### src/rsse_pkg.sv
// =====================================================================
// shared constants and types
// =====================================================================
package rsse_pkg;

  // bus geometry
  localparam int ADDR_W = 8;
  localparam int DATA_W = 32;

  // register byte offsets
  localparam logic [7:0] OFS_CMD = 8'h00;
  localparam logic [7:0] OFS_ACC = 8'h04;
  localparam logic [7:0] OFS_LIT = 8'h08;
  localparam logic [7:0] OFS_STATUS = 8'h0C;
  localparam logic [7:0] OFS_MEM = 8'h20;

  // command register fields
  localparam int CMD_OP_LSB  = 0;
  localparam int CMD_IDX_LSB = 4;

  // status register fields (flags sit in bits 5:0)
  localparam int ST_BUSY_BIT = 8;
  localparam int ST_SKIP_BIT = 9;

  // flag bit positions inside the flag byte
  localparam int FLG_CARRY = 0;
  localparam int FLG_ZERO = 1;
  localparam int FLG_HALF = 2;
  localparam int FLG_WRAP = 3;
  localparam int FLG_SCMP = 4;
  localparam int FLG_CHAIN = 5;

  // reset values
  localparam logic [7:0] ACC_RST = 8'h00;
  localparam logic [7:0] LIT_RST = 8'h00;
  localparam logic [7:0] MEM_RST = 8'h00;
  localparam logic [5:0] FLG_RST = 6'h00;

  // axi responses
  localparam logic [1:0] RESP_OKAY = 2'b00;
  localparam logic [1:0] RESP_SLVERR = 2'b10;

  // instruction codes written to the command register
  typedef enum logic [2:0] {
    OP_ROT_RC_ACC = 3'h0, // rotate_right_thru_carry_to_accum
    OP_SUB_MEM = 3'h1, // subtract_borrow_to_accum, memory operand
    OP_SUB_IMM = 3'h2, // subtract_borrow_to_accum, literal operand
    OP_SUB_TO_MEM = 3'h3, // subtract_borrow_to_mem
    OP_DEC_SKIP = 3'h4, // decrement_skip_zero
    OP_DEC_ACC = 3'h5 // decrement_to_accum_skip_zero
  } rsse_op_t;

  // status flags, msb first so that bit n matches FLG_* above
  typedef struct packed {
    logic chained_zero_flag;
    logic signed_cmp_flag;
    logic twos_complement_wrap_flag;
    logic half_carry_flag;
    logic zero;
    logic carry;
  } rsse_flags_t;

  // one register write as seen by the register file
  typedef struct packed {
    logic [ADDR_W-1:0] addr;
    logic [DATA_W-1:0] data;
    logic [3:0] strb;
  } rsse_wreq_t;

endpackage

### src/rsse_sub_unit.sv
`timescale 1ns/100ps
// =====================================================================
// 8-bit subtract with borrow and status flags
// =====================================================================
module rsse_sub_unit (
  // operands
  input wire logic [7:0] minuend,
  input wire logic [7:0] subtrahend,
  input wire logic carry_in,
  input wire logic chain_zero_in,
  // result
  output logic [7:0] diff,
  output rsse_pkg::rsse_flags_t flags
);
  import rsse_pkg::*;

  logic [8:0] full; // nine bits so the borrow is visible
  logic [4:0] low; // low nibble, for the half-carry borrow

  // difference is minuend - subtrahend - not(carry)
  always_comb
  begin
    full = {1'b0, minuend} - {1'b0, subtrahend} - {8'h00, ~carry_in};
    low = {1'b0, minuend[3:0]} - {1'b0, subtrahend[3:0]} - {4'h0, ~carry_in};
    diff = full[7:0];
    // carry means no borrow, so it is set on a zero or positive result
    flags.carry = ~full[8];
    flags.half_carry_flag = ~low[4];
    flags.zero = (full[7:0] == 8'h00);
    // signed wrap: operands differ in sign and result sign left minuend's
    flags.twos_complement_wrap_flag = (minuend[7] ^ subtrahend[7]) & (full[7] ^ minuend[7]);
    // signed compare: set when the difference, corrected for wrap, is not negative
    flags.signed_cmp_flag = ~(full[7] ^ flags.twos_complement_wrap_flag);
    // chained zero stays set only while every byte of a chain was zero
    flags.chained_zero_flag = flags.zero & chain_zero_in;
  end

endmodule

### src/rsse_axil_slave.sv
`timescale 1ns/100ps
// =====================================================================
// axi4-lite slave front end
// =====================================================================
module rsse_axil_slave (
  // clock and reset
  input wire logic aclk,
  input wire logic aresetn,
  // write address and data channels
  input wire logic [rsse_pkg::ADDR_W-1:0] s_axi_awaddr,
  input wire logic s_axi_awvalid,
  output logic s_axi_awready,
  input wire logic [rsse_pkg::DATA_W-1:0] s_axi_wdata,
  input wire logic [3:0] s_axi_wstrb,
  input wire logic s_axi_wvalid,
  output logic s_axi_wready,
  // write response
  output logic [1:0] s_axi_bresp,
  output logic s_axi_bvalid,
  input wire logic s_axi_bready,
  // read channels
  input wire logic [rsse_pkg::ADDR_W-1:0] s_axi_araddr,
  input wire logic s_axi_arvalid,
  output logic s_axi_arready,
  output logic [rsse_pkg::DATA_W-1:0] s_axi_rdata,
  output logic [1:0] s_axi_rresp,
  output logic s_axi_rvalid,
  input wire logic s_axi_rready,
  // register file side
  output logic wr_en,
  output rsse_pkg::rsse_wreq_t wr_req,
  input wire logic wr_err,
  output logic rd_en,
  output logic [rsse_pkg::ADDR_W-1:0] rd_addr,
  input wire logic [rsse_pkg::DATA_W-1:0] rd_data,
  input wire logic rd_err
);
  import rsse_pkg::*;

  logic aw_held_reg; // address taken, waiting for data
  logic w_held_reg; // data taken, waiting for address

  // take each write channel once, hold it until the response leaves
  assign s_axi_awready = ~aw_held_reg & ~s_axi_bvalid;
  assign s_axi_wready = ~w_held_reg & ~s_axi_bvalid;
  assign wr_en = aw_held_reg & w_held_reg;
  assign s_axi_arready = ~s_axi_rvalid;
  assign rd_en = s_axi_arvalid & s_axi_arready;
  assign rd_addr = s_axi_araddr;

  // write address capture
  always_ff @(posedge aclk)
  begin
    if (!aresetn)
    begin
      aw_held_reg <= 1'b0;
      wr_req.addr <= '0;
    end
    else if (s_axi_awvalid && s_axi_awready)
    begin
      aw_held_reg <= 1'b1;
      wr_req.addr <= s_axi_awaddr;
    end
    else if (wr_en)
      aw_held_reg <= 1'b0;
  end

  // write data capture
  always_ff @(posedge aclk)
  begin
    if (!aresetn)
    begin
      w_held_reg <= 1'b0;
      wr_req.data <= '0;
      wr_req.strb <= '0;
    end
    else if (s_axi_wvalid && s_axi_wready)
    begin
      w_held_reg <= 1'b1;
      wr_req.data <= s_axi_wdata;
      wr_req.strb <= s_axi_wstrb;
    end
    else if (wr_en)
      w_held_reg <= 1'b0;
  end

  // write response, one cycle after the register write
  always_ff @(posedge aclk)
  begin
    if (!aresetn)
    begin
      s_axi_bvalid <= 1'b0;
      s_axi_bresp <= RESP_OKAY;
    end
    else if (wr_en)
    begin
      s_axi_bvalid <= 1'b1;
      s_axi_bresp <= wr_err ? RESP_SLVERR : RESP_OKAY;
    end
    else if (s_axi_bready)
      s_axi_bvalid <= 1'b0;
  end

  // read data, registered at the address handshake
  always_ff @(posedge aclk)
  begin
    if (!aresetn)
    begin
      s_axi_rvalid <= 1'b0;
      s_axi_rdata <= '0;
      s_axi_rresp <= RESP_OKAY;
    end
    else if (rd_en)
    begin
      s_axi_rvalid <= 1'b1;
      s_axi_rdata <= rd_err ? '0 : rd_data;
      s_axi_rresp <= rd_err ? RESP_SLVERR : RESP_OKAY;
    end
    else if (s_axi_rready)
      s_axi_rvalid <= 1'b0;
  end

endmodule

### src/rsse_exec_top.sv
// Decided for this implementation: the register addresses and register access over AXI4-Lite.
`timescale 1ns/100ps
// =====================================================================
// How it works
// - rotate right: carry into bit7, bit0 out
// - rotate writes accumulator and carry, never memory
// - memory subtract: acc minus operand minus not-carry
// - literal subtract: acc minus literal minus not-carry
// - subtract-to-memory writes difference back to memory
// - carry clear on borrow, set otherwise
// - subtracts update all six status flags
// - decrement memory, skip on zero, flags untouched
// - decrement into accumulator, memory kept, skip zero
// - decrement-skip takes two cycles, dummy when skipped
// =====================================================================
// software loads accumulator, literal, flags and data bytes, then writes
// an instruction code to the command register; the block runs it and
// shows the outcome in the same registers.
module rsse_exec_top #(
  parameter int MEM_DEPTH = 4 // data bytes reachable by the index field
) (
  // clock and reset
  input wire logic aclk,
  input wire logic aresetn,
  // axi4-lite write address and data
  input wire logic [rsse_pkg::ADDR_W-1:0] s_axi_awaddr,
  input wire logic s_axi_awvalid,
  output logic s_axi_awready,
  input wire logic [rsse_pkg::DATA_W-1:0] s_axi_wdata,
  input wire logic [3:0] s_axi_wstrb,
  input wire logic s_axi_wvalid,
  output logic s_axi_wready,
  // axi4-lite write response
  output logic [1:0] s_axi_bresp,
  output logic s_axi_bvalid,
  input wire logic s_axi_bready,
  // axi4-lite read
  input wire logic [rsse_pkg::ADDR_W-1:0] s_axi_araddr,
  input wire logic s_axi_arvalid,
  output logic s_axi_arready,
  output logic [rsse_pkg::DATA_W-1:0] s_axi_rdata,
  output logic [1:0] s_axi_rresp,
  output logic s_axi_rvalid,
  input wire logic s_axi_rready,
  // execution status towards the core
  output logic exec_busy,
  output logic skip_dummy
);
  import rsse_pkg::*;

  // =====================================================================
  // declarations
  // =====================================================================
  typedef enum logic [2:0] {
    ST_IDLE = 3'b001, // waiting for a command
    ST_EXEC = 3'b010, // first instruction cycle, results committed
    ST_DUMMY = 3'b100  // second cycle of a decrement-skip
  } rsse_state_t;

  localparam int IDX_W = (MEM_DEPTH > 1) ? $clog2(MEM_DEPTH) : 1;

  rsse_state_t state_reg; // sequencer state
  rsse_state_t state_next;
  rsse_op_t op_reg; // instruction being executed
  logic [IDX_W-1:0] idx_reg; // data byte addressed by it
  logic [7:0] acc_reg; // accumulator
  logic [7:0] lit_reg; // literal byte of the immediate form
  rsse_flags_t flags_reg; // status flags
  logic [7:0] mem_reg [MEM_DEPTH]; // data memory bytes
  logic skip_reg; // last instruction was a decrement that came out zero

  logic wr_en; // one register write this cycle
  rsse_wreq_t wr_req;
  logic wr_err;
  logic rd_en;
  logic [ADDR_W-1:0] rd_addr;
  logic [DATA_W-1:0] rd_data;
  logic rd_err;

  logic cmd_go; // accepted command write
  logic [7:0] operand; // addressed data byte
  logic [7:0] sub_a; // subtractor inputs
  logic [7:0] sub_b;
  logic sub_cin;
  logic [7:0] sub_diff;
  rsse_flags_t sub_flags;
  logic [7:0] rot_val; // rotate result
  logic exec_now; // commit strobe

  // =====================================================================
  // helper functions
  // =====================================================================
  // any of the three subtract-with-borrow forms
  function automatic logic is_sub(input rsse_op_t op);
    return (op == OP_SUB_MEM) || (op == OP_SUB_IMM) || (op == OP_SUB_TO_MEM);
  endfunction

  // either decrement-and-skip form
  function automatic logic is_dec(input rsse_op_t op);
    return (op == OP_DEC_SKIP) || (op == OP_DEC_ACC);
  endfunction

  // true when an instruction code is one that this block knows
  function automatic logic op_known(input logic [2:0] code);
    return (code <= 3'(OP_DEC_ACC));
  endfunction

  // address falls in the data-byte window
  function automatic logic mem_hit(input logic [ADDR_W-1:0] addr);
    return (addr >= OFS_MEM) && (addr < 8'(OFS_MEM + 4 * MEM_DEPTH)) && (addr[1:0] == 2'b00);
  endfunction

  // data-byte index from a byte address
  function automatic logic [IDX_W-1:0] mem_idx(input logic [ADDR_W-1:0] addr);
    logic [ADDR_W-1:0] rel;
    rel = addr - OFS_MEM;
    return IDX_W'(rel >> 2);
  endfunction

  // =====================================================================
  // bus front end
  // =====================================================================
  rsse_axil_slave u_bus (
    .aclk(aclk),
    .aresetn(aresetn),
    .s_axi_awaddr(s_axi_awaddr),
    .s_axi_awvalid(s_axi_awvalid),
    .s_axi_awready(s_axi_awready),
    .s_axi_wdata(s_axi_wdata),
    .s_axi_wstrb(s_axi_wstrb),
    .s_axi_wvalid(s_axi_wvalid),
    .s_axi_wready(s_axi_wready),
    .s_axi_bresp(s_axi_bresp),
    .s_axi_bvalid(s_axi_bvalid),
    .s_axi_bready(s_axi_bready),
    .s_axi_araddr(s_axi_araddr),
    .s_axi_arvalid(s_axi_arvalid),
    .s_axi_arready(s_axi_arready),
    .s_axi_rdata(s_axi_rdata),
    .s_axi_rresp(s_axi_rresp),
    .s_axi_rvalid(s_axi_rvalid),
    .s_axi_rready(s_axi_rready),
    .wr_en(wr_en),
    .wr_req(wr_req),
    .wr_err(wr_err),
    .rd_en(rd_en),
    .rd_addr(rd_addr),
    .rd_data(rd_data),
    .rd_err(rd_err)
  );

  // =====================================================================
  // write decode
  // =====================================================================
  // writes while an instruction runs are refused so that software and
  // the datapath never fight over the same byte
  always_comb
  begin
    wr_err = 1'b0;
    cmd_go = 1'b0;
    if (state_reg != ST_IDLE)
      wr_err = 1'b1;
    else if (wr_req.addr == OFS_CMD)
    begin
      // unknown codes and an out-of-range index are refused
      if (!op_known(wr_req.data[CMD_OP_LSB +: 3]) || !wr_req.strb[0])
        wr_err = 1'b1;
      else if (32'(wr_req.data[CMD_IDX_LSB +: 4]) >= MEM_DEPTH)
        wr_err = 1'b1;
      else
        cmd_go = wr_en;
    end
    else if (wr_req.addr == OFS_ACC || wr_req.addr == OFS_LIT)
      wr_err = 1'b0;
    else if (wr_req.addr == OFS_STATUS)
      wr_err = 1'b0;
    else if (mem_hit(wr_req.addr))
      wr_err = 1'b0;
    else
      wr_err = 1'b1;
  end

  // =====================================================================
  // read decode
  // =====================================================================
  always_comb
  begin
    rd_data = '0;
    rd_err = 1'b0;
    if (rd_addr == OFS_CMD)
      rd_data = {24'h00_0000, 4'(idx_reg), 1'b0, op_reg};
    else if (rd_addr == OFS_ACC)
      rd_data = {24'h00_0000, acc_reg};
    else if (rd_addr == OFS_LIT)
      rd_data = {24'h00_0000, lit_reg};
    else if (rd_addr == OFS_STATUS)
    begin
      rd_data[5:0] = flags_reg;
      rd_data[ST_BUSY_BIT] = (state_reg != ST_IDLE);
      rd_data[ST_SKIP_BIT] = skip_reg;
    end
    else if (mem_hit(rd_addr))
      rd_data = {24'h00_0000, mem_reg[mem_idx(rd_addr)]};
    else
      rd_err = 1'b1;
  end

  // =====================================================================
  // datapath
  // =====================================================================
  assign operand = mem_reg[idx_reg];
  assign exec_now = (state_reg == ST_EXEC);

  assign rot_val = {flags_reg.carry, operand[7:1]};

  // subtractor operand selection
  always_comb
  begin
    sub_a = acc_reg;
    sub_b = operand;
    sub_cin = flags_reg.carry;
    if (op_reg == OP_SUB_IMM)
      sub_b = lit_reg;
    // decrement is operand - 0 - 1, with carry forced low
    else if (is_dec(op_reg))
    begin
      sub_a = operand;
      sub_b = 8'h00;
      sub_cin = 1'b0;
    end
  end

  // eight-bit subtract with the usual flag meanings
  rsse_sub_unit u_sub (
    .minuend(sub_a),
    .subtrahend(sub_b),
    .carry_in(sub_cin),
    .chain_zero_in(flags_reg.chained_zero_flag),
    .diff(sub_diff),
    .flags(sub_flags)
  );

  // =====================================================================
  // sequencer
  // =====================================================================
  always_comb
  begin
    state_next = state_reg;
    case (state_reg)
      ST_IDLE:
        if (cmd_go)
          state_next = ST_EXEC;
      // decrement-skip always spends a second cycle
      ST_EXEC:
        state_next = is_dec(op_reg) ? ST_DUMMY : ST_IDLE;
      ST_DUMMY:
        state_next = ST_IDLE;
      default:
        state_next = ST_IDLE;
    endcase
  end

  // state register
  always_ff @(posedge aclk)
  begin
    if (!aresetn)
      state_reg <= ST_IDLE;
    else
      state_reg <= state_next;
  end

  // command latch
  always_ff @(posedge aclk)
  begin
    if (!aresetn)
    begin
      op_reg <= OP_ROT_RC_ACC;
      idx_reg <= '0;
    end
    else if (cmd_go)
    begin
      op_reg <= rsse_op_t'(wr_req.data[CMD_OP_LSB +: 3]);
      idx_reg <= IDX_W'(wr_req.data[CMD_IDX_LSB +: 4]);
    end
  end

  // skip outcome; the dummy marker stands for the whole second cycle
  always_ff @(posedge aclk)
  begin
    if (!aresetn)
    begin
      skip_reg <= 1'b0;
      skip_dummy <= 1'b0;
    end
    else if (cmd_go)
      skip_reg <= 1'b0;
    // dummy instruction only when the skip is taken
    else if (exec_now && is_dec(op_reg))
    begin
      skip_reg <= (sub_diff == 8'h00);
      skip_dummy <= (sub_diff == 8'h00);
    end
    else
      skip_dummy <= 1'b0;
  end

  assign exec_busy = ~state_reg[0];

  // =====================================================================
  // accumulator
  // =====================================================================
  always_ff @(posedge aclk)
  begin
    if (!aresetn)
      acc_reg <= ACC_RST;
    else if (exec_now)
    begin
      // rotate result lands in the accumulator
      if (op_reg == OP_ROT_RC_ACC)
        acc_reg <= rot_val;
      else if (op_reg == OP_SUB_MEM || op_reg == OP_SUB_IMM)
        acc_reg <= sub_diff;
      else if (op_reg == OP_DEC_ACC)
        acc_reg <= sub_diff;
    end
    else if (wr_en && !wr_err && wr_req.addr == OFS_ACC && wr_req.strb[0])
      acc_reg <= wr_req.data[7:0];
  end

  // literal byte, software only
  always_ff @(posedge aclk)
  begin
    if (!aresetn)
      lit_reg <= LIT_RST;
    else if (wr_en && !wr_err && wr_req.addr == OFS_LIT && wr_req.strb[0])
      lit_reg <= wr_req.data[7:0];
  end

  // =====================================================================
  // status flags
  // =====================================================================
  always_ff @(posedge aclk)
  begin
    if (!aresetn)
      flags_reg <= FLG_RST;
    else if (exec_now)
    begin
      // rotate touches only the carry among the flags
      if (op_reg == OP_ROT_RC_ACC)
        flags_reg.carry <= operand[0];
      // all six flags from the subtractor
      // carry there is the inverted borrow
      else if (is_sub(op_reg))
        flags_reg <= sub_flags;
    end
    else if (wr_en && !wr_err && wr_req.addr == OFS_STATUS && wr_req.strb[0])
      flags_reg <= wr_req.data[5:0];
  end

  // =====================================================================
  // data memory
  // =====================================================================
  // rotate and accumulator decrement never write here
  always_ff @(posedge aclk)
  begin
    if (!aresetn)
    begin
      for (int i = 0; i < MEM_DEPTH; i++)
        mem_reg[i] <= MEM_RST;
    end
    else if (exec_now && (op_reg == OP_SUB_TO_MEM || op_reg == OP_DEC_SKIP))
      mem_reg[idx_reg] <= sub_diff;
    else if (wr_en && !wr_err && mem_hit(wr_req.addr) && wr_req.strb[0])
      mem_reg[mem_idx(wr_req.addr)] <= wr_req.data[7:0];
  end

endmodule

### config.mk
export PLATFORM = sky130hd
export DESIGN_NAME = rsse_exec_top
export DESIGN_NICKNAME = d
export VERILOG_FILES = /design/src/rsse_pkg.sv /design/src/rsse_sub_unit.sv /design/src/rsse_axil_slave.sv /design/src/rsse_exec_top.sv
export SDC_FILE = /design/constraint.sdc
export NUM_CORES = 1
export LEC_CHECK = 0
export BUFFER_PORTS_ARGS = -buffer_cell sky130_fd_sc_hd__buf_4
export CAP_MARGIN = 20
export CORE_MARGIN = 2
export CORE_UTILIZATION = 30
export DETAILED_ROUTE_END_ITERATION = 10
export HOLD_SLACK_MARGIN = 0.15
export PLACE_DENSITY = 0.58
export SYNTH_ARGS = -nofsm -noshare
export SYNTH_HDL_FRONTEND = slang
export SYNTH_SLANG_ARGS = --single-unit
### constraint.sdc
create_clock -name aclk -period 4.3 [get_ports aclk]
set_input_delay 0.215 -clock aclk [delete_from_list [all_inputs] [get_ports aclk]]
set_output_delay 0.215 -clock aclk [all_outputs]
set_load 0.01 [all_outputs]
Word-level counts from Yosys, hierarchy flattened:

Memories as Yosys holds them, arrays and structs flattened. A register that Yosys moved wholly into a read port is not among the register bits.
Cells that the tools add are included.

* memories: 1
* register bits after elaboration: 89
* input port bits: 59
* bits in writable memories: 32

Memories
* mem_reg: words 4, bits a word 8, read ports 2, clocked after memory_dff 1, write ports 4, RTL line rsse_exec_top.sv:69 `logic [7:0] mem_reg [MEM_DEPTH];`

* order comparisons: 6
* bitwise logic cells: 19
* eq/ne operators: 19
* reductions and logical operators: 44
* add/subtract/negate cells: 6
* muxes and demuxes: 70

Operators by type and width (count)
* 32-bit two-way mux: 4
* 8-bit two-way mux: 12
* 1-bit two-way mux: 37
* 8-bit by 4-bit == test with 1-bit output (second input constant): 4
* 8-bit logical NOT: 3
* 6-bit two-way mux: 4
* 22-bit two-way mux: 1
* 1-bit logical AND: 17
* 8-bit by 3-bit == test with 1-bit output (second input constant): 2
* 8-bit by 6-bit >= comparator with 1-bit output (second input constant): 2
* 8-bit by 6-bit less-than comparator with 1-bit output (second input constant): 2
* 2-bit two-way mux: 8
* 8-bit OR reduction: 2
* 2-bit nonzero test: 6
* 1-bit NOT: 10
* 3-bit by 2-bit == test with 1-bit output (second input constant): 3
* 8-bit by 8-bit subtractor with 9-bit output: 1
* 9-bit by 1-bit subtractor with 9-bit output: 1
* 4-bit by 1-bit subtractor with 4-bit output (second input constant): 2
* 1-bit bitwise AND: 6
* 3-bit by 1-bit == test with 1-bit output (second input constant): 2
* 3-bit == test (second input constant): 2
* 1-bit logical OR: 6
* 3-bit two-way mux: 2
* other kinds (17): 25

Depth between registers and ports, before layout:

* depth in word-level cells: 18
* depth in mapped cells: 17
* depth with buffers taken out: 14

Cells and area by module:

Synthesis repeated with hierarchy kept, for this count alone.

* cells, all modules: 877
* area, all modules: 7980.2 um2

By module, submodules not included
* rsse_exec_top: area each 4161.5 um2, times used 1, sequential area each 1641.6 um2, cells an instance 425
* rsse_axil_slave: area each 3249.4 um2, times used 1, sequential area each 1641.6 um2, cells an instance 376
* rsse_sub_unit: area each 569.3 um2, times used 1, sequential area each 0.0 um2, cells an instance 76

Worst setup path before layout:

OpenSTA, ideal clock, no wires.

* path type: register to register
* start point: register op_reg[1]
* end point: memory mem_reg[0][6], data pin
* data arrival time: 3.517 ns
* path slack: 0.512 ns
* stages on the path, launching flop included: 17
* buffers on the path: 2
* path through: dfxtp_1 clkbuf_1 clkbuf_1 clkinv_1 nor2_1 nand2_1 o21ai_0 fa_1 inv_1 fa_1 nand2b_1 a21oi_1 o21bai_1 a21oi_1 xor2_1 a2bb2oi_1 nor2_1

RTL lines
* start, declared: RTL line rsse_exec_top.sv:64 `rsse_op_t op_reg;`
* start signal, assigned: RTL line rsse_exec_top.sv:282 `op_reg <= rsse_op_t'(wr_req.data[CMD_OP_LSB +: 3]);`
* end, declared: RTL line rsse_exec_top.sv:69

==> reports/results.txt <==
outcome: finished clean
Pins Over Slew Limit: 0
Setup Total Neg Slack: 0 ps
initial antenna violation count: 0
global-route wire length before repair: 25400 µm
top-count cell post-synth: nand2_1
vias in the first global route: 4508
CP required: 4370 ps
via count: 4740
combinational power share: 11.2%
Reg power frac: 47.8%
H-Tree Depth: 3
CTS buffer count: 9
Power Density: 311 mW/mm²
Slew Limit Headroom: 37.8%
routed wire length: 15700 µm
post-layout min period: 3860 ps
main area contributors after synthesis: dfxtp_1 24%, edfxtp_1 17%, mux4_2 8.3%, a21oi_1 6.3%, nand2_1 6.2%
Routed Antenna Nets: 0
LEAKAGE: 2.60 nW
Reg2Reg Setup Slack: 440 ps
Max FO, Critical Path: 8
skew final: 9.12 ps
Synth Area per Inst: 8.87 µm²
Crit-path slowest cell: mux4_2
Yosys top cell area share: 23.5%
min-delay src: aresetn
most used cell, CP: a21oi_1
final hold violations: 0
Reg clk slew, reported paths: 70 ps
share of cells above drive strength 1: 17.5%
Hold Path Class: input pin to flop
CP Capture Type: flop
Clock Sinks: 99
All-Layer GR Usage: 16.4%
Die ar.: 0.0201 mm²
fmax: 259 MHz
grt ovf: 0
Worst Path Buf+Inv: 2
R2R cell count: 12
WP depth: 12
Syn Inst Count: 643
sequential share of the synthesized area: 40.4%
Hold EP: u_bus.s_axi_rresp[1]
yosys warns: 0
CTS max path bufs: 2
flops & latches, synth: 99
worst slew pin tran: 925 ps
core area: 0.0187 mm²
area leader, netlist: dfxtp_1
worst reg2reg endpoint: mem_reg[0][6]
final net count: 783
hold depth: 2
max FFs per register: 32
Skew-Pair Late Insertion Delay: 350 ps
crit share post-route: 89.7%
# Max-Cap Violations: 0
# IOs: 102
routability cong.: 0.967
fin util: 36.4%
ant diodes: 0
CP Cell Sequence: buf_4 -> mux4_2 -> mux2i_1 -> inv_1 -> fa_1 -> nand2b_1 -> a21oi_1 -> o21bai_1 -> a21oi_1 -> xor2_1 -> a2bb2oi_1 -> nor2_1
worst path arrival time: 3930 ps
cell internal pwr: 1.60 mW
RSZ-0062 raised after global routing: no
Finish-stage setup viols: 0
asr flop ratio synth: 0%
Pre-antenna DRT Iters: 5
Area Overhead vs Synth: 19.6%
Top delay family on crit path: multiplexers
Sw Share: 24.5%
Initial Util: 30.5%
die width: 142 µm
chip height: 142 µm
Startpoint Class: flop
top_reg_cell synth: dfxtp_1
Psw: 0.520 mW
synth cell count leaders: 94 x nand2_1, 75 x nor2_1, 72 x a21oi_1
Post-synth EDFFs: 32
Iter 0 DRT Violations: 351
Site Rows: 50
Post-Syn Area: 0.00570 mm²
power share of the clock group: 41.0%
largest net degree at the start of global routing: 53
CTS tree: done
Setup CP Type: flop to flop
max incr delay on CP: 590 ps
maximum VDD drop: 0.145 mV
drt drc: 0
filler cell count: 1895
post-detail-place hpwl: 11500 µm
clk root buf: clkbuf_16
vias per cell: 4.99
Synth cell types: 65
Post-CTS Setup Bufs: 0
port bufs: 50
drt wl/cell: 16.5 µm
metal layers:
metal / global-route usage [%] / share of wire, %
met5: 0 / 0
met4: 6.21 / 2.5
met3: 1.79 / 4.9
met2: 27.5 / 49
met1: 21.8 / 44
worst register-to-register path: stages (launching register included):
cell and delay [ps]:
dfxtp_1 310, buf_4 200, mux4_2 600, mux2i_1 400, inv_1 170, fa_1 420
nand2b_1 160, a21oi_1 190, o21bai_1 90, a21oi_1 240, xor2_1 290, a2bb2oi_1 420
nor2_1 100
cell families (layout without fill, tap and decap cells):
logic type                 count (synthesis)  count (layout)  share of synthesized area (%)
DFF                                       99              99                           40.4
buffers and inverters                     89             138                           7.64
and+or+nand+nor                          247             247                           20.0
xor gates and xnor gates                   6               6                          0.922
muxes                                     47              47                           12.9
AOI/OAI and AO/OA                        140             140                           14.8
other                                      1              24                         0.0658
adders and majority gates                 14              14                           3.34
cells in the final DEF (no fill, tap or decap), types with 3 or more instances in the layout:
master,n
dlygate4sd3_1,20
a31oi_1,3
inv_1,28
nor2_2,8
nor3_1,15
clkbuf_16,9
o211ai_1,4
edfxtp_1,32
a22oi_1,3
mux4_2,21
nand2b_1,8
mux2i_1,26
nand3_1,9
dfxtp_1,67
ha_1,12
nor2_1,75
and2_1,5
clkinv_1,4
nor4_1,3
conb_1,24
or2_2,4
xnor2_1,5
buf_4,71
nand2_1,94
or3_1,6
a211oi_1,6
o21ai_0,27
nor2b_1,5
a21oi_1,72
per-stage QoR:
step / power [mW] / instances / hold slack (ps) / area (µm²) / worst slack, ps
6_report: 2.12 / 949 / 236 / 6820 / 443
5_1_grt: 2.20 / 949 / 237 / 6820 / 111
4_1_cts: 2.14 / 948 / 226 / 6810 / 464
3_5_place_dp: 1.26 / 912 / 410 / 6290 / 475
3_3_place_gp: 1.25 / 912 / 403 / 6290 / 542
2_1_floorplan: 1.19 / 666 / 315 / 5790 / 512
power by group through the flow:
| stage | clock (mW) | combinational (mW) | sequential [mW] |
|---|---|---|---|
| after floorplan | 0 | 0.163 | 1.03 |
| after global placement | 0 | 0.220 | 1.03 |
| after detailed placement | 0 | 0.222 | 1.03 |
| after CTS | 0.888 | 0.237 | 1.01 |
| after global routing | 0.923 | 0.263 | 1.02 |
| final | 0.869 | 0.237 | 1.01 |
worst max-delay path by stage:
| stage | to | slack (ps) |
|---|---|---|
| after floorplan | mem_reg[0][6] | 510 |
| after global placement | flags_reg[5] | 540 |
| after detailed placement | mem_reg[0][6] | 470 |
| after CTS | mem_reg[0][6] | 460 |
| after global routing | mem_reg[0][6] | 110 |
| final | mem_reg[0][6] | 440 |
layout make-up:
class / instances / area (µm²) / share of cell area [%]
multi-input cells: 478 / 3050 / 44.7
flip-flops and latches: 99 / 2300 / 33.8
clock inverters: 7 / 92.6 / 1.36
well taps: 234 / 293 / 4.30
inverters: 30 / 113 / 1.65
repair buffers: 92 / 741 / 10.9
clock buffers: 9 / 225 / 3.30
what timing repair did:
| action | CTS | global route |
|---|---|---|
| setup endpoints to repair | 0 | 0 |
| hold buffers | 20 | 0 |
| gates resized for setup | 0 | 0 |
| hold endpoints to repair | 19 | 0 |
(Power assumes the default switching activity.)
